==> src/design/exc_pkg.sv <==
// exception unit package: layout of the status area, fcw fields, kinds and states.
// assumes the nonsegmented variant: 16-bit addresses and two-word status blocks.
package exc_pkg;
    localparam int          WORD_W        = 16;
    localparam int          PIN_W         = 4;
    // pin order inside the synchroniser vector
    localparam int          PIN_VEC       = 0;
    localparam int          PIN_NVEC      = 1;
    localparam int          PIN_NMI       = 2;
    localparam int          PIN_SEG       = 3;
    // flag_control_word enable bits
    localparam int          FCW_VEC_EN    = 12;
    localparam int          FCW_NVEC_EN   = 11;
    // byte offsets of the status blocks inside the area
    localparam logic [15:0] OFS_EXT_TRAP  = 16'h0004;
    localparam logic [15:0] OFS_PRIV_TRAP = 16'h0008;
    localparam logic [15:0] OFS_SYSCALL   = 16'h000C;
    localparam logic [15:0] OFS_SEG_TRAP  = 16'h0010;
    localparam logic [15:0] OFS_NMI       = 16'h0014;
    localparam logic [15:0] OFS_NVEC      = 16'h0018;
    localparam logic [15:0] OFS_VEC_FCW   = 16'h001C;
    localparam logic [15:0] OFS_VEC_TABLE = 16'h001E;
    localparam logic [15:0] OFS_BLOCK_PC  = 16'h0002;
    localparam logic [7:0]  BASE_LOW_BYTE = 8'h00;
    localparam logic [7:0]  BASE_RESET    = 8'h00;
    localparam logic [15:0] WORD_ZERO     = 16'h0000;
    localparam logic [PIN_W-1:0] PINS_IDLE = 4'hF;

    typedef enum logic [2:0] {
        K_EXT, K_PRIV, K_SYSCALL, K_SEG, K_NMI, K_VEC, K_NVEC
    } kind_t;

    typedef enum logic [1:0] {
        M_NONE, M_PUSH, M_POP, M_AREA_READ
    } mem_op_t;

    typedef enum {
        S_IDLE, S_CHECK, S_ACK, S_PUSH_PC, S_PUSH_FCW, S_PUSH_ID,
        S_LOAD_FCW, S_LOAD_PC, S_DONE, S_POP_ID, S_POP_FCW, S_POP_PC
    } state_t;

    // request to the memory side
    typedef struct packed {
        logic        req;
        mem_op_t     op;
        logic [15:0] addr;
        logic [15:0] wdata;
    } mem_req_t;

    // status handed back to the core
    typedef struct packed {
        logic        load;
        logic [15:0] pc;
        logic [15:0] flag_control_word;
    } status_t;
endpackage

==> src/design/pin_sync.sv <==
// two-stage synchroniser for a group of asynchronous pins.
// assumes pins are quasi-static between edges; no glitch filter.
`timescale 1ns/1ps
module pin_sync #(
    parameter int                W    = 4,
    parameter logic [W-1:0]      IDLE = '1
) (
    input  wire logic           i_clock,
    input  wire logic           i_rst,
    input  wire logic [W-1:0]   i_pins,
    output logic      [W-1:0]   o_pins
);
    typedef struct packed {
        logic [W-1:0] meta;
        logic [W-1:0] sync;
    } sync_t;

    sync_t st_reg;
    sync_t st_next;

    always_comb begin
        st_next      = st_reg;
        st_next.meta = i_pins;
        st_next.sync = st_reg.meta;
    end

    always_ff @(posedge i_clock or posedge i_rst) begin
        if (i_rst) begin
            st_reg <= '{meta: IDLE, sync: IDLE};
        end else begin
            st_reg <= st_next;
        end
    end

    assign o_pins = st_reg.sync;
endmodule

==> src/design/exception_vectoring_priority.sv <==
// exception entry and return sequencer beside the instruction core.
// assumes the core offers instruction boundaries, pc values and a stack-side memory port;
// request pins are asynchronous and active low, nmi acts on its falling edge.
`timescale 1ns/1ps
// Contract
// - syscall and interrupts save next pc, or current pc if block move unfinished.
// - after saving, fetch new control word and pc from status area.
// - each status block two words here; one block per non-vectored kind.
// - vectored: shared control word, pc from table at identifier low byte times two.
// - base pointer holds high offset byte; low byte always zero.
// - base pointer reached only by load control instruction, one word wide.
// - execution starts at loaded pc; loaded control word governs interrupt enables.
// - priority: reset, internal trap, nmi, segment trap, vectored, nonvectored.
// - reset acts immediately ahead of anything else.
// - take highest enabled exception; traps and nmi always enabled.
// - repeat while enabled exceptions remain, saving previous handler status.
// - return pops and drops identifier, then restores control word and pc.
// - segmented return outside segmented mode is undefined; unconstrained.
// - internal traps never coincide, so no arbitration between them.
// - entry pushes return pc, then old control word, then identifier.
// - identifier: trapped instruction first word, or acknowledge data for external.
// - system mode before acknowledge, old control word untouched, until handler.
module exception_vectoring_priority (
    input  wire logic               i_clock,
    input  wire logic               i_rst,
    // core side
    input  wire logic               i_boundary,
    input  wire logic [15:0]        i_next_pc,
    input  wire logic [15:0]        i_cur_pc,
    input  wire logic               i_block_incomplete,
    input  wire logic [15:0]        i_fcw,
    input  wire logic               i_trap_req,
    input  wire exc_pkg::kind_t     i_trap_kind,
    input  wire logic [15:0]        i_trap_pc,
    input  wire logic [15:0]        i_trap_word,
    input  wire logic               i_return_req,
    input  wire logic               i_ctl_write,
    input  wire logic [15:0]        i_ctl_wdata,
    output logic [15:0]             o_ctl_rdata,
    output exc_pkg::status_t        o_status,
    output logic                    o_busy,
    output logic                    o_system_mode,
    // request pins, active low
    input  wire logic               i_vectored_request_n,
    input  wire logic               i_nonvectored_request_n,
    input  wire logic               i_nmi_n,
    input  wire logic               i_segment_fault_input_n,
    // acknowledge cycle
    output logic                    o_ack_req,
    output exc_pkg::kind_t          o_ack_kind,
    input  wire logic               i_ack_done,
    input  wire logic [15:0]        i_ack_id,
    // memory side: pushes and pops on the system stack, reads of the area
    output exc_pkg::mem_req_t       o_mem,
    input  wire logic               i_mem_ready,
    input  wire logic [15:0]        i_mem_rdata
);
    typedef struct packed {
        exc_pkg::state_t   state;
        exc_pkg::kind_t    kind;
        logic [15:0]       ret_pc;
        logic [15:0]       old_fcw;
        logic [15:0]       id;
        logic [15:0]       new_fcw;
        logic [15:0]       new_pc;
        logic [7:0]        base_hi;
        logic              trap_pend;
        exc_pkg::kind_t    trap_kind;
        logic [15:0]       trap_pc;
        logic [15:0]       trap_word;
        logic              nmi_pend;
        logic              nmi_prev_n;
        logic              load;
    } st_t;

    st_t                       st_reg;
    st_t                       st_next;
    logic [exc_pkg::PIN_W-1:0] pins_sync;
    logic                      vec_req;
    logic                      nvec_req;
    logic                      seg_req;
    logic                      nmi_fall;
    logic                      any_pend;
    exc_pkg::kind_t            pick;
    logic [15:0]               base;
    logic [15:0]               blk_ofs;

    pin_sync #(
        .W    (exc_pkg::PIN_W),
        .IDLE (exc_pkg::PINS_IDLE)
    ) u_pin_sync (
        .i_clock (i_clock),
        .i_rst   (i_rst),
        .i_pins  ({i_segment_fault_input_n, i_nmi_n,
                   i_nonvectored_request_n, i_vectored_request_n}),
        .o_pins  (pins_sync)
    );

    assign vec_req  = ~pins_sync[exc_pkg::PIN_VEC];
    assign nvec_req = ~pins_sync[exc_pkg::PIN_NVEC];
    assign seg_req  = ~pins_sync[exc_pkg::PIN_SEG];
    // edge seen on the synchronised level, never on the first stage
    assign nmi_fall = st_reg.nmi_prev_n & ~pins_sync[exc_pkg::PIN_NMI];
    assign base     = {st_reg.base_hi, exc_pkg::BASE_LOW_BYTE};

    // priority pick, enables from the fcw now in force
    always_comb begin
        any_pend = 1'b1;
        pick     = exc_pkg::K_NVEC;
        if (st_reg.trap_pend) begin
            pick = st_reg.trap_kind;
        end else if (st_reg.nmi_pend) begin
            pick = exc_pkg::K_NMI;
        end else if (seg_req) begin
            pick = exc_pkg::K_SEG;
        end else if (vec_req && st_reg.old_fcw[exc_pkg::FCW_VEC_EN]) begin
            pick = exc_pkg::K_VEC;
        end else if (nvec_req && st_reg.old_fcw[exc_pkg::FCW_NVEC_EN]) begin
            pick = exc_pkg::K_NVEC;
        end else begin
            any_pend = 1'b0;
        end
    end

    // block offset by kind
    always_comb begin
        case (st_reg.kind)
            exc_pkg::K_EXT:     blk_ofs = exc_pkg::OFS_EXT_TRAP;
            exc_pkg::K_PRIV:    blk_ofs = exc_pkg::OFS_PRIV_TRAP;
            exc_pkg::K_SYSCALL: blk_ofs = exc_pkg::OFS_SYSCALL;
            exc_pkg::K_SEG:     blk_ofs = exc_pkg::OFS_SEG_TRAP;
            exc_pkg::K_NMI:     blk_ofs = exc_pkg::OFS_NMI;
            exc_pkg::K_VEC:     blk_ofs = exc_pkg::OFS_VEC_FCW;
            exc_pkg::K_NVEC:    blk_ofs = exc_pkg::OFS_NVEC;
            default:            blk_ofs = exc_pkg::OFS_NVEC;
        endcase
    end

    always_comb begin
        st_next            = st_reg;
        st_next.load       = 1'b0;
        st_next.nmi_prev_n = pins_sync[exc_pkg::PIN_NMI];
        o_mem              = '{req: 1'b0, op: exc_pkg::M_NONE,
                               addr: exc_pkg::WORD_ZERO, wdata: exc_pkg::WORD_ZERO};
        o_ack_req          = 1'b0;

        if (i_ctl_write) begin
            st_next.base_hi = i_ctl_wdata[15:8];
        end

        case (st_reg.state)
            exc_pkg::S_IDLE: begin
                if (i_boundary) begin
                    st_next.old_fcw = i_fcw;
                    // unfinished block move resumes at itself
                    st_next.ret_pc  = i_block_incomplete ? i_cur_pc : i_next_pc;
                    st_next.state   = exc_pkg::S_CHECK;
                end else if (i_return_req) begin
                    // nonsegmented only, so return is always defined here
                    st_next.state = exc_pkg::S_POP_ID;
                end
            end
            exc_pkg::S_CHECK: begin
                if (any_pend) begin
                    st_next.kind = pick;
                    if (pick == exc_pkg::K_EXT || pick == exc_pkg::K_PRIV ||
                        pick == exc_pkg::K_SYSCALL) begin
                        st_next.id        = st_reg.trap_word;
                        st_next.trap_pend = 1'b0;
                        if (pick != exc_pkg::K_SYSCALL) begin
                            st_next.ret_pc = st_reg.trap_pc;
                        end
                        st_next.state = exc_pkg::S_PUSH_PC;
                    end else begin
                        st_next.state = exc_pkg::S_ACK;
                    end
                end else if (st_reg.load) begin
                    st_next.state = exc_pkg::S_IDLE;
                end else begin
                    // no exception at this boundary
                    st_next.state = exc_pkg::S_IDLE;
                end
            end
            exc_pkg::S_ACK: begin
                o_ack_req = 1'b1;
                if (i_ack_done) begin
                    st_next.id    = i_ack_id;
                    st_next.state = exc_pkg::S_PUSH_PC;
                    if (st_reg.kind == exc_pkg::K_NMI) begin
                        st_next.nmi_pend = 1'b0;
                    end
                end
            end
            exc_pkg::S_PUSH_PC: begin
                o_mem = '{req: 1'b1, op: exc_pkg::M_PUSH,
                          addr: exc_pkg::WORD_ZERO, wdata: st_reg.ret_pc};
                if (i_mem_ready) begin
                    st_next.state = exc_pkg::S_PUSH_FCW;
                end
            end
            exc_pkg::S_PUSH_FCW: begin
                o_mem = '{req: 1'b1, op: exc_pkg::M_PUSH,
                          addr: exc_pkg::WORD_ZERO, wdata: st_reg.old_fcw};
                if (i_mem_ready) begin
                    st_next.state = exc_pkg::S_PUSH_ID;
                end
            end
            exc_pkg::S_PUSH_ID: begin
                o_mem = '{req: 1'b1, op: exc_pkg::M_PUSH,
                          addr: exc_pkg::WORD_ZERO, wdata: st_reg.id};
                if (i_mem_ready) begin
                    st_next.state = exc_pkg::S_LOAD_FCW;
                end
            end
            exc_pkg::S_LOAD_FCW: begin
                o_mem = '{req: 1'b1, op: exc_pkg::M_AREA_READ,
                          addr: base + blk_ofs, wdata: exc_pkg::WORD_ZERO};
                if (i_mem_ready) begin
                    st_next.new_fcw = i_mem_rdata;
                    st_next.state   = exc_pkg::S_LOAD_PC;
                end
            end
            exc_pkg::S_LOAD_PC: begin
                o_mem.req = 1'b1;
                o_mem.op  = exc_pkg::M_AREA_READ;
                if (st_reg.kind == exc_pkg::K_VEC) begin
                    // odd ids land between entries on the segmented part only
                    o_mem.addr = base + exc_pkg::OFS_VEC_TABLE
                               + {7'h00, st_reg.id[7:0], 1'b0};
                end else begin
                    o_mem.addr = base + blk_ofs + exc_pkg::OFS_BLOCK_PC;
                end
                if (i_mem_ready) begin
                    st_next.new_pc = i_mem_rdata;
                    st_next.state  = exc_pkg::S_DONE;
                end
            end
            exc_pkg::S_DONE: begin
                // loaded status becomes the old status of any further exception
                st_next.old_fcw = st_reg.new_fcw;
                st_next.ret_pc  = st_reg.new_pc;
                st_next.load    = 1'b1;
                st_next.state   = exc_pkg::S_CHECK;
            end
            exc_pkg::S_POP_ID: begin
                o_mem = '{req: 1'b1, op: exc_pkg::M_POP,
                          addr: exc_pkg::WORD_ZERO, wdata: exc_pkg::WORD_ZERO};
                if (i_mem_ready) begin
                    st_next.state = exc_pkg::S_POP_FCW;
                end
            end
            exc_pkg::S_POP_FCW: begin
                o_mem = '{req: 1'b1, op: exc_pkg::M_POP,
                          addr: exc_pkg::WORD_ZERO, wdata: exc_pkg::WORD_ZERO};
                if (i_mem_ready) begin
                    st_next.new_fcw = i_mem_rdata;
                    st_next.state   = exc_pkg::S_POP_PC;
                end
            end
            exc_pkg::S_POP_PC: begin
                o_mem = '{req: 1'b1, op: exc_pkg::M_POP,
                          addr: exc_pkg::WORD_ZERO, wdata: exc_pkg::WORD_ZERO};
                if (i_mem_ready) begin
                    st_next.new_pc = i_mem_rdata;
                    st_next.load   = 1'b1;
                    st_next.state  = exc_pkg::S_IDLE;
                end
            end
            default: begin
                st_next.state = exc_pkg::S_IDLE;
            end
        endcase

        // arrivals win over the clears above
        if (i_trap_req) begin
            st_next.trap_pend = 1'b1;
            st_next.trap_kind = i_trap_kind;
            st_next.trap_pc   = i_trap_pc;
            st_next.trap_word = i_trap_word;
        end
        if (nmi_fall) begin
            st_next.nmi_pend = 1'b1;
        end
    end

    // async reset overrides every sequence in flight
    always_ff @(posedge i_clock or posedge i_rst) begin
        if (i_rst) begin
            st_reg <= '{state: exc_pkg::S_IDLE, kind: exc_pkg::K_NVEC,
                        ret_pc: exc_pkg::WORD_ZERO, old_fcw: exc_pkg::WORD_ZERO,
                        id: exc_pkg::WORD_ZERO, new_fcw: exc_pkg::WORD_ZERO,
                        new_pc: exc_pkg::WORD_ZERO, base_hi: exc_pkg::BASE_RESET,
                        trap_pend: 1'b0, trap_kind: exc_pkg::K_EXT,
                        trap_pc: exc_pkg::WORD_ZERO, trap_word: exc_pkg::WORD_ZERO,
                        nmi_pend: 1'b0, nmi_prev_n: 1'b1, load: 1'b0};
        end else begin
            st_reg <= st_next;
        end
    end

    assign o_ctl_rdata   = base;
    assign o_status      = '{load: st_reg.load, pc: st_reg.new_pc,
                             flag_control_word: st_reg.new_fcw};
    assign o_busy        = st_reg.state != exc_pkg::S_IDLE;
    assign o_ack_kind    = st_reg.kind;
    // system mode from acknowledge until the handler starts
    assign o_system_mode = st_reg.state inside {exc_pkg::S_ACK, exc_pkg::S_PUSH_PC,
                           exc_pkg::S_PUSH_FCW, exc_pkg::S_PUSH_ID,
                           exc_pkg::S_LOAD_FCW, exc_pkg::S_LOAD_PC,
                           exc_pkg::S_DONE};
endmodule

==> config.mk <==
export PLATFORM = sky130hd
export DESIGN_NAME = exception_vectoring_priority
export DESIGN_NICKNAME = d
export VERILOG_FILES = /design/src/design/exc_pkg.sv /design/src/design/pin_sync.sv /design/src/design/exception_vectoring_priority.sv
export SDC_FILE = /design/constraint.sdc
export NUM_CORES = 1
export LEC_CHECK = 0
export BUFFER_PORTS_ARGS = -buffer_cell sky130_fd_sc_hd__buf_2
export CAP_MARGIN = 20
export CORE_AREA = 2 2 139 141
export CTS_CLUSTER_DIAMETER = 50
export CTS_CLUSTER_SIZE = 25
export DETAILED_ROUTE_END_ITERATION = 6
export DIE_AREA = 0 0 141 143
export PLACE_DENSITY = 0.62
export SYNTH_ARGS = -nofsm -noshare
export SYNTH_HDL_FRONTEND = slang
export SYNTH_SLANG_ARGS = --single-unit
==> constraint.sdc <==
create_clock -name i_clock -period 4.4 [get_ports i_clock]
set_input_delay 0.22 -clock i_clock [delete_from_list [all_inputs] [get_ports i_clock]]
set_output_delay 0.22 -clock i_clock [all_outputs]
set_load 0.005 [all_outputs]
==> impl_metrics.toml <==
[drt]
drc_errors = 3
ant_nets = 0
vias_per_cell = 5.249
routed_wl_mm = 19.20
wl_per_cell_um = 18.04
firstDrtPassIters = 7
drt-initial-drc-count = 278
num_vias = 5585

[synth]
ys_types = 63
syn_area_mm2 = 0.007353
yosysSeqAreaShare = 0.4851
async_reset_ff_frac = 1.000
ys_ff_latch = 142
yosys_warnings = 0
synth.top_cell.area_share = 0.4458
synth-main-ff-cell = "dfrtp_1"
syn-instance-count = 653
synth_top_cell_by_area = "dfrtp_1"
synth-edff-count = 0
synth_area_leaders = "dfrtp_1, mux2_2, mux2i_1, buf_4, o21ai_0"
syn-mean-instance-area_um2 = 11.26

[clocking]
clk_latency_ps = 420
cts_buffers = 17
cts_resized = 0
cts.clk_slew.worst_paths_ps = 60
cts_tree = "built"
clockBufferDepth = 2
htreeDepth = 4
cts_setup_buffers = 0
cts_hold_buf = 6
clock-sinks = 142
cts-root-buf = "clkbuf_16"

[floorplan]
initial_core_util = 0.3958
core_area_mm2 = 0.01858
die_w_um = 141
row_count = 50
fp.dieH_um = 143
pin_count = 234
die-area_mm2 = 0.02016

[setup_path]
crit_fanout = 23
r2r_start = "st_reg[133]"
critPathArrivalTime_ps = 3320
critPathKind = "reg -> reg"
cp.required_ps = 4710
setup.worst_path.start = "st_reg[133]"
start_kind = "flip-flop"
setup.worst_path.end_class = "flip-flop"

[timing]
min_period_over_period = 0.6852
fmax_mhz = 331.7
rsz0062_at_grt = "false"
slew_headroom = 0.3052
hold_slack_ps = -44.22
setup_viol = 0
hold_viol = 6
finalCriticalPeriod_ps = 3015
finalMaxSlewViolations = 0
skew_ps = 8.570
worst_pin_slew_ps = 1042
tns_ps = 0

[finish]
nFillCells = 1760
nNetsFinal = 963
final_common_cell = "buf_2"
largest_reg_flops = 90
layout_common_cells = "buf_2, dfrtp_1, mux2_2"
final_util = 0.4805
area_growth_pct = 21.41
instances_no_fill = 1064
antennaDiodeCount = 0
drive_gt1_frac = 0.4434

[hold_path]
timing.hold.worst.class = "in -> async"

[pwr]
switching_share = 0.3664
peakVddDrop_mv = 0.3222
power_frac_seq = 0.392
p_switching_mw = 2.069
p_per_area_mw_per_mm2 = 632.6
cell_internal_pwr_mw = 3.578
clockPowerShare = 0.263
p_comb_frac = 0.345
power.leakage_nw = 4.201

[grt]
grt_pass1_wl_mm = 29.93
antenna_found_initial = 1
grt_max_degree = 102
grt_overflow = 0
gr-usage-all-layers = 0.1951
grt_pass1_vias = 5318

[placed_design]
portBuffers = 216
placed_cells = 1025
place.gp.congestion = 0.8061
dp_hpwl_mm = 13.86

[run_status]
violations = "DRC, hold timing"
status = "finished with violations"

[run]
max-cap-violations = 0
layer usage:
metal / GRT usage / vias to the layer above / wire length, µm
met1: 0.2482 / 2751 / 8343
met4: 0.04579 / 2 / 125
met3: 0.06070 / 14 / 1391
met2: 0.3273 / 194 / 9322
met5: 0 / - / 13
li1: - / 2624 / -
logic make-up (layout without fill, tap and decap cells):
family	after synthesis	after routing	synth area share
XOR/XNOR	7	7	0.008338
buffers and inverters	121	290	0.09614
AND/OR/NAND/NOR	106	106	0.07827
adder cells (fa/ha/maj)	2	2	0.003403
multiplexers	139	139	0.2047
flip-flops	142	142	0.4851
other	1	9	0.0005100
AO/OA/AOI/OAI	135	135	0.1235
layout make-up:
cell class | count | area, µm² | area share
multi-input cells | 398 | 3149 | 0.3528
flip-flops and latches | 142 | 3567 | 0.3996
inverters | 28 | 110.1 | 0.01233
clock buffers | 18 | 429.2 | 0.04807
well taps | 234 | 292.8 | 0.03280
clock inverters | 14 | 173.9 | 0.01948
repair buffers | 230 | 1205 | 0.1350
worst max-delay path, cell delays in order, from the launching register on:
cell and delay (ps):
dfrtp_1 710, nor4b_2 760, or2_0 880, o21ai_0 240, mux2_2 310
synthesized netlist by cell type (3+ instances only):
| cell | number |
|---|---|
| a21oi_1 | 12 |
| o31ai_1 | 6 |
| dfrtp_1 | 131 |
| nor4_1 | 4 |
| nand2_1 | 46 |
| a222oi_1 | 16 |
| o21ai_0 | 59 |
| buf_4 | 59 |
| xor2_1 | 4 |
| dfstp_2 | 11 |
| nor2_1 | 12 |
| mux2_2 | 81 |
| mux2_1 | 10 |
| nand3_1 | 6 |
| xnor2_1 | 3 |
| or2_2 | 4 |
| nor2b_1 | 5 |
| inv_1 | 28 |
| nand4_1 | 3 |
| mux2i_1 | 48 |
| a211oi_1 | 3 |
| a22oi_1 | 16 |
| clkbuf_1 | 16 |
| or4_1 | 3 |
| buf_1 | 3 |
| buf_2 | 13 |
| or3_1 | 5 |
| a31oi_1 | 5 |
path summary, 6_finish.rpt:
check / slack (ps) / cells after the start / end
min reg2reg: 360 / 0 / u_pin_sync.o_pins[1]
min in group i_clock: 20 / 2 / st_reg[19]
min: -40 / 2 / st_reg[37]
max reg2reg: 1390 / 4 / st_reg[119]
max in group asynchronous: 3250 / 3 / st_reg[104]
max: 1390 / 4 / st_reg[119]
power by group through the flow:
stage               Combinational [mW]  Sequential [mW]  Clock, mW
floorplan                         1.64             2.00          0
global route                      2.18             2.29       1.59
finish                            1.95             2.21       1.48
detailed placement                1.96             2.24          0
CTS                               1.98             2.22       1.52
global placement                  1.93             2.23          0
per-stage QoR:
step / hold WS [ps] / cell area, µm² / power [mW] / setup WS, ps
CTS: 0.5073 / 8916 / 5.717 / 1268
global route: 0.6957 / 8927 / 6.051 / 1114
floorplan: 224.5 / 7383 / 3.643 / 388.6
detailed placement: 326.5 / 8253 / 4.201 / 1362
global placement: 326.8 / 8253 / 4.159 / 1436
finish: -44.22 / 8927 / 5.647 / 1385
(Power assumes the default switching activity.)
